$ cat src/include/rpsc_pkg.sv
// Constants and state type of the receive packet status and counter block
package rpsc_pkg;
    // Register indices; byte address on the bus is four times the index
    localparam logic [9:0] RPSC_IDX_NZ_STATUS = 10'h104;
    localparam logic [9:0] RPSC_IDX_LATCHED = 10'h105;
    localparam logic [9:0] RPSC_IDX_IRQ_EN = 10'h106;
    localparam logic [9:0] RPSC_IDX_GOOD_B0 = 10'h108;
    localparam logic [9:0] RPSC_IDX_GOOD_B1 = 10'h109;
    localparam logic [9:0] RPSC_IDX_GOOD_B2 = 10'h10A;
    localparam logic [9:0] RPSC_IDX_CRC_B0 = 10'h10C;
    localparam logic [9:0] RPSC_IDX_CRC_B1 = 10'h10D;
    localparam logic [9:0] RPSC_IDX_CRC_B2 = 10'h10E;
    localparam logic [9:0] RPSC_IDX_ABORT_B0 = 10'h110;
    localparam logic [9:0] RPSC_IDX_ABORT_B1 = 10'h111;
    localparam logic [9:0] RPSC_IDX_ABORT_B2 = 10'h112;
    localparam logic [9:0] RPSC_IDX_SNAP_TRIG = 10'h120;
    localparam logic [9:0] RPSC_IDX_SNAP_DONE = 10'h121;
    localparam int RPSC_ADDR_W = 12;
    localparam int RPSC_DATA_W = 32;

    // Latched status and interrupt enable bit positions
    localparam int RPSC_BIT_CRC_ERROR_SEEN = 7;
    localparam int RPSC_BIT_ABORT_SEEN = 6;
    localparam int RPSC_BIT_PARTIAL_BYTE_SEEN = 5;
    localparam int RPSC_BIT_RUNT_SEEN = 4;
    localparam int RPSC_BIT_OVERSIZE_SEEN = 3;
    localparam int RPSC_BIT_CRC_COUNT_ROSE = 2;
    localparam int RPSC_BIT_ABORT_COUNT_ROSE = 1;
    localparam int RPSC_BIT_SIZE_COUNT_ROSE = 0;

    // Live nonzero indicator positions and the update bit position
    localparam int RPSC_BIT_CRC_COUNT_NONZERO = 2;
    localparam int RPSC_BIT_ABORT_COUNT_NONZERO = 1;
    localparam int RPSC_BIT_SIZE_COUNT_NONZERO = 0;
    localparam int RPSC_BIT_SNAP = 0;

    // Counter width, limits and reset values
    localparam int RPSC_CNT_W = 24;
    localparam logic [7:0] RPSC_LATCHED_RST = 8'h00;
    localparam logic [7:0] RPSC_IRQ_EN_RST = 8'h00;
    localparam logic [RPSC_CNT_W-1:0] RPSC_CNT_RST = 24'h000000;
    localparam logic [RPSC_CNT_W-1:0] RPSC_CNT_ONE = 24'h000001;
    localparam logic [RPSC_CNT_W-1:0] RPSC_CNT_MAX = 24'hFFFFFF;

    typedef struct packed {
        logic [7:0] latched;
        logic [7:0] irq_en;
        logic [RPSC_CNT_W-1:0] good_run;
        logic [RPSC_CNT_W-1:0] crc_run;
        logic [RPSC_CNT_W-1:0] abort_run;
        logic [RPSC_CNT_W-1:0] size_run;
        logic [RPSC_CNT_W-1:0] good_tally;
        logic [RPSC_CNT_W-1:0] crc_tally;
        logic [RPSC_CNT_W-1:0] abort_tally;
        logic snap_trig;
        logic snap_done;
        logic [2:0] nonzero;
        logic waitreq;
        logic [RPSC_DATA_W-1:0] rdata;
        logic irq;
        logic aborted_bytes_sel;
        logic good_bytes_sel;
    } rpsc_state_t;
endpackage

$ cat src/hw/rpsc_top.sv
// Receive packet status flags, interrupt enables and packet counters
// Notes on behaviour
// RQ1: Bad FCS packet sets latched bit 7
// RQ2: Aborted packet sets latched bit 6
// RQ3: Non-whole-byte packet sets latched bit 5
// RQ4: Packet below minimum size sets bit 4
// RQ5: Packet above maximum size sets bit 3
// RQ6: Nonzero indicator rising sets bits 2..0
// RQ7: Live indicators show counts are nonzero
// RQ8: Per-flag enable bit gates interrupt raising
// RQ9: Host keeps FCS-count enable off without FCS
// RQ10: 24-bit count of stored unaborted packets
// RQ11: Good count includes later discarded packets
// RQ12: Good count keeps running in clear channel
// RQ13: 24-bit count of FCS errored packets
// RQ14: 24-bit count of aborted packets
// RQ15: Errored packets' bytes go to aborted tally
// RQ16: Counters read as three ascending byte registers
// RQ17: Update bit rising snapshots and restarts counters
// RQ18: Latched flags clear when status is read
// RQ19: Interrupt while any enabled flag is set
//
// Local design decision: the Avalon-MM slave port.
`timescale 1ns/1ps
`default_nettype none

module rpsc_top
    import rpsc_pkg::*;
#(
    parameter int P_CNT_W = RPSC_CNT_W
) (
    input wire logic i_mclk,
    input wire logic i_rst_n,
    // Avalon-MM slave
    input wire logic [RPSC_ADDR_W-1:0] i_avs_address,
    input wire logic i_avs_read,
    input wire logic i_avs_write,
    input wire logic [RPSC_DATA_W-1:0] i_avs_writedata,
    output logic [RPSC_DATA_W-1:0] o_avs_readdata,
    output logic o_avs_waitrequest,
    // End-of-packet report from the receive framer, same clock
    input wire logic i_pkt_done,
    input wire logic i_pkt_stored,
    input wire logic i_pkt_crc_error,
    input wire logic i_pkt_abort,
    input wire logic i_pkt_partial_byte,
    input wire logic i_pkt_runt,
    input wire logic i_pkt_oversize,
    input wire logic i_clear_channel,
    // Status towards the rest of the receiver
    output logic o_crc_count_nonzero,
    output logic o_abort_count_nonzero,
    output logic o_size_count_nonzero,
    output logic o_aborted_bytes_sel,
    output logic o_good_bytes_sel,
    output logic o_irq
);

    // Byte registers are fixed at three per counter
    if (P_CNT_W != RPSC_CNT_W) begin : g_bad_width
        $error("rpsc_top: counter width must equal three bytes");
    end

    rpsc_state_t s_q;
    rpsc_state_t s_d;

    // Counters stick at full scale rather than wrapping to a small value
    function automatic logic [RPSC_CNT_W-1:0] bump(
        input logic [RPSC_CNT_W-1:0] cnt,
        input logic inc
    );
        logic [RPSC_CNT_W-1:0] r;
        r = cnt;
        if (inc && cnt != RPSC_CNT_MAX) begin
            r = cnt + RPSC_CNT_ONE;
        end
        return r;
    endfunction

    // Restart on snapshot; an event in that same cycle leaves a one
    function automatic logic [RPSC_CNT_W-1:0] run_next(
        input logic [RPSC_CNT_W-1:0] cnt,
        input logic inc,
        input logic restart
    );
        logic [RPSC_CNT_W-1:0] r;
        r = bump(cnt, inc);
        if (restart) begin
            r = inc ? RPSC_CNT_ONE : RPSC_CNT_RST;
        end
        return r;
    endfunction

    function automatic logic [7:0] read_mux(
        input rpsc_state_t s,
        input logic [9:0] idx
    );
        logic [7:0] r;
        r = 8'h00;
        case (idx)
            RPSC_IDX_NZ_STATUS: r = {5'h00, s.nonzero};
            RPSC_IDX_LATCHED: r = s.latched;
            RPSC_IDX_IRQ_EN: r = s.irq_en;
            RPSC_IDX_GOOD_B0: r = s.good_tally[7:0]; // RQ16
            RPSC_IDX_GOOD_B1: r = s.good_tally[15:8]; // RQ16
            RPSC_IDX_GOOD_B2: r = s.good_tally[23:16]; // RQ16
            RPSC_IDX_CRC_B0: r = s.crc_tally[7:0]; // RQ16
            RPSC_IDX_CRC_B1: r = s.crc_tally[15:8]; // RQ16
            RPSC_IDX_CRC_B2: r = s.crc_tally[23:16]; // RQ16
            RPSC_IDX_ABORT_B0: r = s.abort_tally[7:0]; // RQ16
            RPSC_IDX_ABORT_B1: r = s.abort_tally[15:8]; // RQ16
            RPSC_IDX_ABORT_B2: r = s.abort_tally[23:16]; // RQ16
            RPSC_IDX_SNAP_TRIG: r = {7'h00, s.snap_trig};
            RPSC_IDX_SNAP_DONE: r = {7'h00, s.snap_done};
            default: r = 8'h00;
        endcase
        return r;
    endfunction

    logic [9:0] idx;
    logic req;
    logic accept;
    logic wr_acc;
    logic rd_acc;
    logic ev_ok;
    logic ev_crc;
    logic ev_abort;
    logic ev_partial;
    logic ev_runt;
    logic ev_over;
    logic ev_size;
    logic ev_good;
    logic snap;
    logic [7:0] set_bits;
    logic [7:0] clr_bits;
    logic [2:0] rose;
    logic [7:0] wbyte;

    assign idx = i_avs_address[RPSC_ADDR_W-1:2];
    assign req = i_avs_read | i_avs_write;
    // The master completes at the edge that sees waitrequest low
    assign accept = req & ~s_q.waitreq;
    assign wr_acc = accept & i_avs_write;
    assign rd_acc = accept & i_avs_read;
    assign wbyte = i_avs_writedata[7:0];

    // Packet-processing checks are off in clear channel mode
    assign ev_ok = i_pkt_done & ~i_clear_channel;
    assign ev_crc = ev_ok & i_pkt_crc_error;
    assign ev_abort = ev_ok & i_pkt_abort;
    assign ev_partial = ev_ok & i_pkt_partial_byte;
    assign ev_runt = ev_ok & i_pkt_runt;
    assign ev_over = ev_ok & i_pkt_oversize;
    assign ev_size = ev_partial | ev_runt | ev_over;
    // Counted when stored; later loopback or overflow drops still count
    assign ev_good = i_pkt_done & i_pkt_stored & ~ev_abort; // RQ10 RQ11 RQ12

    always_comb begin
        s_d = s_q;
        set_bits = 8'h00;
        clr_bits = 8'h00;
        rose = 3'h0;

        // Snapshot on a written 0 to 1 of the update bit
        snap = wr_acc && idx == RPSC_IDX_SNAP_TRIG
            && wbyte[RPSC_BIT_SNAP] && !s_q.snap_trig; // RQ17
        if (wr_acc && idx == RPSC_IDX_SNAP_TRIG) begin
            s_d.snap_trig = wbyte[RPSC_BIT_SNAP];
        end
        if (wr_acc && idx == RPSC_IDX_SNAP_TRIG && !wbyte[RPSC_BIT_SNAP]) begin
            s_d.snap_done = 1'b0;
        end
        if (snap) begin
            s_d.good_tally = bump(s_q.good_run, ev_good); // RQ17
            s_d.crc_tally = bump(s_q.crc_run, ev_crc); // RQ17
            s_d.abort_tally = bump(s_q.abort_run, ev_abort); // RQ17
            s_d.snap_done = 1'b1;
        end

        s_d.good_run = run_next(s_q.good_run, ev_good, snap); // RQ10 RQ12
        s_d.crc_run = run_next(s_q.crc_run, ev_crc, snap); // RQ13
        s_d.abort_run = run_next(s_q.abort_run, ev_abort, snap); // RQ14
        s_d.size_run = run_next(s_q.size_run, ev_size, snap);

        s_d.nonzero[RPSC_BIT_CRC_COUNT_NONZERO] =
            s_d.crc_run != RPSC_CNT_RST; // RQ7
        s_d.nonzero[RPSC_BIT_ABORT_COUNT_NONZERO] =
            s_d.abort_run != RPSC_CNT_RST; // RQ7
        s_d.nonzero[RPSC_BIT_SIZE_COUNT_NONZERO] =
            s_d.size_run != RPSC_CNT_RST; // RQ7
        rose = s_d.nonzero & ~s_q.nonzero; // RQ6

        set_bits[RPSC_BIT_CRC_ERROR_SEEN] = ev_crc; // RQ1
        set_bits[RPSC_BIT_ABORT_SEEN] = ev_abort; // RQ2
        set_bits[RPSC_BIT_PARTIAL_BYTE_SEEN] = ev_partial; // RQ3
        set_bits[RPSC_BIT_RUNT_SEEN] = ev_runt; // RQ4
        set_bits[RPSC_BIT_OVERSIZE_SEEN] = ev_over; // RQ5
        set_bits[RPSC_BIT_CRC_COUNT_ROSE] =
            rose[RPSC_BIT_CRC_COUNT_NONZERO]; // RQ6
        set_bits[RPSC_BIT_ABORT_COUNT_ROSE] =
            rose[RPSC_BIT_ABORT_COUNT_NONZERO]; // RQ6
        set_bits[RPSC_BIT_SIZE_COUNT_ROSE] =
            rose[RPSC_BIT_SIZE_COUNT_NONZERO]; // RQ6

        // Only bits already returned or written with a one are cleared; a new event survives
        if (rd_acc && idx == RPSC_IDX_LATCHED) begin
            clr_bits = s_q.rdata[7:0]; // RQ18
        end
        if (wr_acc && idx == RPSC_IDX_LATCHED) begin
            clr_bits = clr_bits | wbyte;
        end
        s_d.latched = (s_q.latched & ~clr_bits) | set_bits; // RQ18

        if (wr_acc && idx == RPSC_IDX_IRQ_EN) begin
            s_d.irq_en = wbyte; // RQ8
        end
        s_d.irq = |(s_d.latched & s_d.irq_en); // RQ8 RQ19

        // Byte routing for the byte tallies kept elsewhere
        if (i_pkt_done) begin
            s_d.aborted_bytes_sel = ev_crc | ev_abort | ev_size; // RQ15
            s_d.good_bytes_sel = ~(ev_crc | ev_abort | ev_size); // RQ15
        end else begin
            s_d.aborted_bytes_sel = 1'b0;
            s_d.good_bytes_sel = 1'b0;
        end

        // One wait cycle gives a registered read value at the accept edge
        if (req && s_q.waitreq) begin
            s_d.waitreq = 1'b0;
            s_d.rdata = {24'h000000, read_mux(s_q, idx)};
        end else begin
            s_d.waitreq = 1'b1;
            if (accept) begin
                s_d.rdata = {RPSC_DATA_W{1'b0}};
            end
        end
    end

    always_ff @(posedge i_mclk or negedge i_rst_n) begin
        if (!i_rst_n) begin
            s_q.latched <= RPSC_LATCHED_RST;
            s_q.irq_en <= RPSC_IRQ_EN_RST;
            s_q.good_run <= RPSC_CNT_RST;
            s_q.crc_run <= RPSC_CNT_RST;
            s_q.abort_run <= RPSC_CNT_RST;
            s_q.size_run <= RPSC_CNT_RST;
            s_q.good_tally <= RPSC_CNT_RST;
            s_q.crc_tally <= RPSC_CNT_RST;
            s_q.abort_tally <= RPSC_CNT_RST;
            s_q.snap_trig <= 1'b0;
            s_q.snap_done <= 1'b0;
            s_q.nonzero <= 3'h0;
            s_q.waitreq <= 1'b1;
            s_q.rdata <= 32'h00000000;
            s_q.irq <= 1'b0;
            s_q.aborted_bytes_sel <= 1'b0;
            s_q.good_bytes_sel <= 1'b0;
        end else begin
            s_q <= s_d;
        end
    end

    assign o_avs_readdata = s_q.rdata;
    assign o_avs_waitrequest = s_q.waitreq;
    assign o_crc_count_nonzero = s_q.nonzero[RPSC_BIT_CRC_COUNT_NONZERO];
    assign o_abort_count_nonzero = s_q.nonzero[RPSC_BIT_ABORT_COUNT_NONZERO];
    assign o_size_count_nonzero = s_q.nonzero[RPSC_BIT_SIZE_COUNT_NONZERO];
    assign o_aborted_bytes_sel = s_q.aborted_bytes_sel;
    assign o_good_bytes_sel = s_q.good_bytes_sel;
    assign o_irq = s_q.irq;

endmodule

`default_nettype wire

$ cat config.mk
export PLATFORM = sky130hd
export DESIGN_NAME = rpsc_top
export DESIGN_NICKNAME = d
export VERILOG_FILES = /design/src/include/rpsc_pkg.sv /design/src/hw/rpsc_top.sv
export SDC_FILE = /design/constraint.sdc
export NUM_CORES = 1
export LEC_CHECK = 0
export BUFFER_PORTS_ARGS = -buffer_cell sky130_fd_sc_hd__buf_2
export CELL_PAD_IN_SITES_DETAIL_PLACEMENT = 2
export CELL_PAD_IN_SITES_GLOBAL_PLACEMENT = 2
export CORE_ASPECT_RATIO = 1.4
export CORE_MARGIN = 10
export CORE_UTILIZATION = 42
export CTS_BUF_LIST = sky130_fd_sc_hd__clkbuf_4
export CTS_CLUSTER_DIAMETER = 150
export DETAILED_ROUTE_END_ITERATION = 16
export GPL_TIMING_DRIVEN = 0
export HOLD_SLACK_MARGIN = 0.03
export PLACE_DENSITY = 0.95
export SLEW_MARGIN = 0
export SYNTH_ARGS = -nofsm -noshare
export SYNTH_HDL_FRONTEND = slang
export SYNTH_SLANG_ARGS = --single-unit
$ cat constraint.sdc
create_clock -name i_mclk -period 5.76 [get_ports i_mclk]
set_clock_uncertainty 0.05 [all_clocks]
set_input_delay 0 -clock i_mclk [delete_from_list [all_inputs] [get_ports i_mclk]]
set_output_delay 0 -clock i_mclk [all_outputs]
set_load 0.03 [all_outputs]
==> impl.org <==
** Outcome
- The flow ran to the end, and the final reports show no timing, DRC or antenna violations.

** Power and ir drop
- Share of power burned in the clock network :: a little under two fifths
- Of the total power, combinational logic draws 17.1%.
- Net switching is between 30% and 40% of the power.
- Power spread over the standard cell area amounts to slightly below 300 nW/um2.
- Sequential cells account for 45.4% of the total power.
- For this design the static power due to leakage is 5.61 nW.
- Internal power comes to 2.28 mW.
- Net Switching :: roughly 1.3 mW
- Across the VDD grid, the largest voltage drop is 0.000188 V.

** Worst setup path
- The number of buffers and inverters on the critical path is 1.
- Gate family responsible for the most delay along the worst path :: simple AND/OR/NAND/NOR gates
- Critical path launch point type :: register
- For the worst setup path, the data arrival time is about 5000 ps.
- Data on the critical path is required at its endpoint by about 6300 ps.
- The largest single stage delay on the critical path is 660 ps.
- Critical path start-end classification :: register to register
- Highest fanout seen on the critical path :: 10
- Critical-path top delay cell :: or4b_1
- Kind of end point of the critical path :: register
- Walking the worst path, the cells encountered are ha_1 > nand4_2 > nor4_4 > a21oi_1 > buf_2 > and3_1 > xnor2_1 > nor2_1 > or4b_1 > o41a_1 > nand3b_1.

** Clocking
- Inserted Clock Buffers :: approximately 50
- The later pin in the worst-skew pair is clocked with a latency of roughly 780 ps.
- No sink is reached through more buffers than the 3 on the longest clock path.
- Clk sinks :: 201
- Clock root buffer :: clkbuf_4
- Post-CTS timing repair inserted 0 buffers for setup.
- Number of H-tree levels :: 2
- Clock-pin slew on the worst setup and hold paths :: 100 ps
- Number of instances resized during post-cts repair :: 0
- In this run, post-CTS hold repair placed 45 buffers.
- TritonCTS clock tree :: yes

** Global route
- Entering global routing, the biggest net connects 110 pins.
- The number of antenna violations at the first check in global routing was 2.
- Aggregate global routing overflow :: 0
- Vias in the first global route :: 12800
- Global routing used 35.9% of the available tracks across all layers.
- First-pass GRT wire length :: 88300 um

** Synthesis
- Post-Syn Instances :: 1128
- Post-Synthesis Cell Area :: between 10000 and 15000 um2
- Library cells used by synthesis :: 79
- Summing the sequential cell areas from Yosys gives between 40 and 50% of the chip area.
- Of all flip-flops after synthesis, the portion carrying an async set or reset was between 90% and 100%.
- The most used flip-flop cell after synthesis is dfrtp_1.
- Post-synth top area cell :: dfrtp_1
- For this run, the number of Yosys warnings is 0.
- Cell types occupying the most area after synthesis :: dfrtp_1, nor2_1, nand2_1, xor2_1, o21ai_0
- Share of the synthesized area in the top cell type :: 46.9%
- EDFF count, synth :: 0
- Post-synthesis area per instance :: roughly 9.5 um2
- By count the netlist is led by dfrtp_1, nor2_1, nand2_1, o21ai_0, nand4_1.
- The synthesized design contains about 200 register bits.
- The most common cell in the synthesized netlist is dfrtp_1.

** Floorplan
- Placeable core region :: 25200 um2
- Die span in y :: 209 um
- Number of cell rows :: slightly below 70
- Overall die area :: about 32000 um2
- Initial Util :: 42.3%
- From left edge to right edge, the die measures approximately 150 um.
- Pin placement for this block handled 95 I/O pins.

** Routing
- In the routed layout, each cell is associated on average with a via count of between 6 and 7.
- In the final routed layout, each cell accounts on average for 35.9 um.
- In this run the remaining antenna-violating nets after routing total 0.
- The first TritonRoute pass finished after 6 iterations.
- Overall via count from detail_route :: approximately 11000
- After detailed routing, the total wire length is 59200 um.
- Final routed DRC violation total :: 0
- For this block, the initial DRC count from the detailed router was roughly 1400.

** Timing
- Max-slew violation count :: 0
- Timing would allow up to 0.223 GHz.
- Count of final setup violators :: 0
- At the pin with the least slew margin, the transition time is 1220 ps.
- Measured against its own limit, the worst slew margin works out to 18.6%.
- Crit path time final :: 4490 ps
- Setup repair after global routing left no endpoint under its margin.
- Total negative setup slack :: 0 ps
- Final critical-path share of the clock period :: between 70% and 80%
- The number of hold violations in the final report was 0.

** Placed design
- Port buffering added 43 buffers.
- Final weighted congestion of routability-driven global placement :: 0.923
- DPL Wire Length :: 32100 um
- Placed Cells :: 1514

** Worst hold path
- The worst hold path belongs to the class input pin to register.

** Final layout
- Register with the highest flop count :: s_q
- Area delta synth->final :: 17.1%
- For this run, the number of standard cells in the final layout without fillers is 1648.
- In the final design database the tool counted about 1400 nets.
- Once layout is complete, the utilization of the core stands at 49.6%.
- In the final layout, the share of cells above drive strength 1 is 15.2%.
- Number of flip-flops under the largest register name :: 186

** Run
- Across the run, the number of max-cap violations was 0.
## path summary, 6_finish.rpt
| kind | start | to | slack [ps] | cells past startpoint |
|---|---|---|---|---|
| min in group asynchronous | i_rst_n | s_q[182]$_DFF_PN0_ | 350 | 4 |
| max | s_q[137]$_DFF_PN0_ | o_irq$_DFF_PN0_ | 1270 | 11 |
| min reg2reg | s_q[83]$_DFFE_PN0P_ | s_q[83]$_DFFE_PN0P_ | 470 | 2 |
| max in group asynchronous | i_rst_n | o_avs_readdata[1]$_DFFE_PN0P_ | 4710 | 4 |
| max reg2reg | s_q[137]$_DFF_PN0_ | o_irq$_DFF_PN0_ | 1270 | 11 |
| min | i_pkt_abort | s_q[223]$_DFF_PN0_ | 80 | 3 |
## worst register-to-register path: stages, from the launching register on
cell and delay [ps]:
dfrtp_1 530, ha_1 330, nand4_2 210, nor4_4 540
a21oi_1 140, buf_2 250, and3_1 230, xnor2_1 350
nor2_1 160, or4b_1 660, o41a_1 570, nand3b_1 270
## per-layer routing
metal  up-vias  GRT usage [%]  wire length [um]
met5         -              0                13
met4         2           25.4              4770
met3       356           8.84              4700
met2       863           59.7             29100
met1      5777           39.1             20600
li1       4360              -                 -
## cells by family (layout without fill, tap and decap cells)
family	after synthesis	after routing	synth area share, %
xor gates and xnor gates	90	90	7.38
and+or+nand+nor	491	491	24.2
muxes	22	22	2.18
adders and majority gates	4	4	0.469
other	1	26	0.0351
DFF	201	201	47.1
AOI/OAI and AO/OA	221	221	13.9
buffers and inverters	98	274	4.70
## stage by stage
step	total power [mW]	hold WS, ps	cell area (um2)	worst slack, ps
after floorplan	1.92	-346	10800	2660
after global placement	2.08	196	11400	1200
after detailed placement	2.14	19.9	11400	1820
after CTS	3.49	51.0	12500	1580
after global routing	3.69	40.2	12500	1220
final	3.61	82.7	12500	1270
## layout by cell type, fill, tap and decap left out, types with 7 or more instances in the layout
cell type | netlist | layout
a21o_1 | 7 | 7
nor2_1 | 138 | 138
nor3_1 | 20 | 20
and4_1 | 11 | 11
buf_2 | 11 | 53
nand2b_1 | 14 | 14
xnor2_1 | 43 | 43
a22oi_1 | 18 | 18
xor2_1 | 47 | 47
o21ai_0 | 82 | 82
dlygate4sd3_1 | 0 | 44
dfrtp_1 | 200 | 200
a221oi_1 | 11 | 11
a31oi_1 | 15 | 15
a22o_1 | 14 | 14
nand2_1 | 131 | 131
conb_1 | 1 | 24
and3_1 | 15 | 15
clkinv_1 | 0 | 9
a222oi_1 | 10 | 10
and2_1 | 9 | 9
mux2_2 | 8 | 8
inv_1 | 21 | 21
a21oi_1 | 20 | 20
nand3_1 | 32 | 32
nand4_1 | 49 | 49
clkbuf_4 | 0 | 74
or4_1 | 7 | 7
nor4_1 | 10 | 10
mux2i_1 | 12 | 12
a211oi_1 | 8 | 8
clkbuf_1 | 28 | 28
buf_4 | 32 | 32
## power groups by stage
stage               Clock [mW]  Sequential [mW]  Combinational (mW)
floorplan                    0             1.61               0.313
global placement             0             1.62               0.457
detailed placement           0             1.63               0.504
CTS                       1.30             1.62               0.566
global route              1.41             1.64               0.644
finish                    1.36             1.64               0.617
## layout make-up
| type | count | area [um2] |
|---|---|---|
| sequential | 201 | 5030 |
| inverter | 21 | 78.8 |
| multi-input combinational | 852 | 5230 |
| fill | 2683 | 12700 |
| clock buffer | 74 | 556 |
| antenna | 2 | 5.00 |
| tap | 319 | 399 |
| timing repair buffer | 89 | 721 |
| buffer | 77 | 423 |
| clock inverter | 13 | 53.8 |
Note: power is estimated with default switching activity, not from simulation.
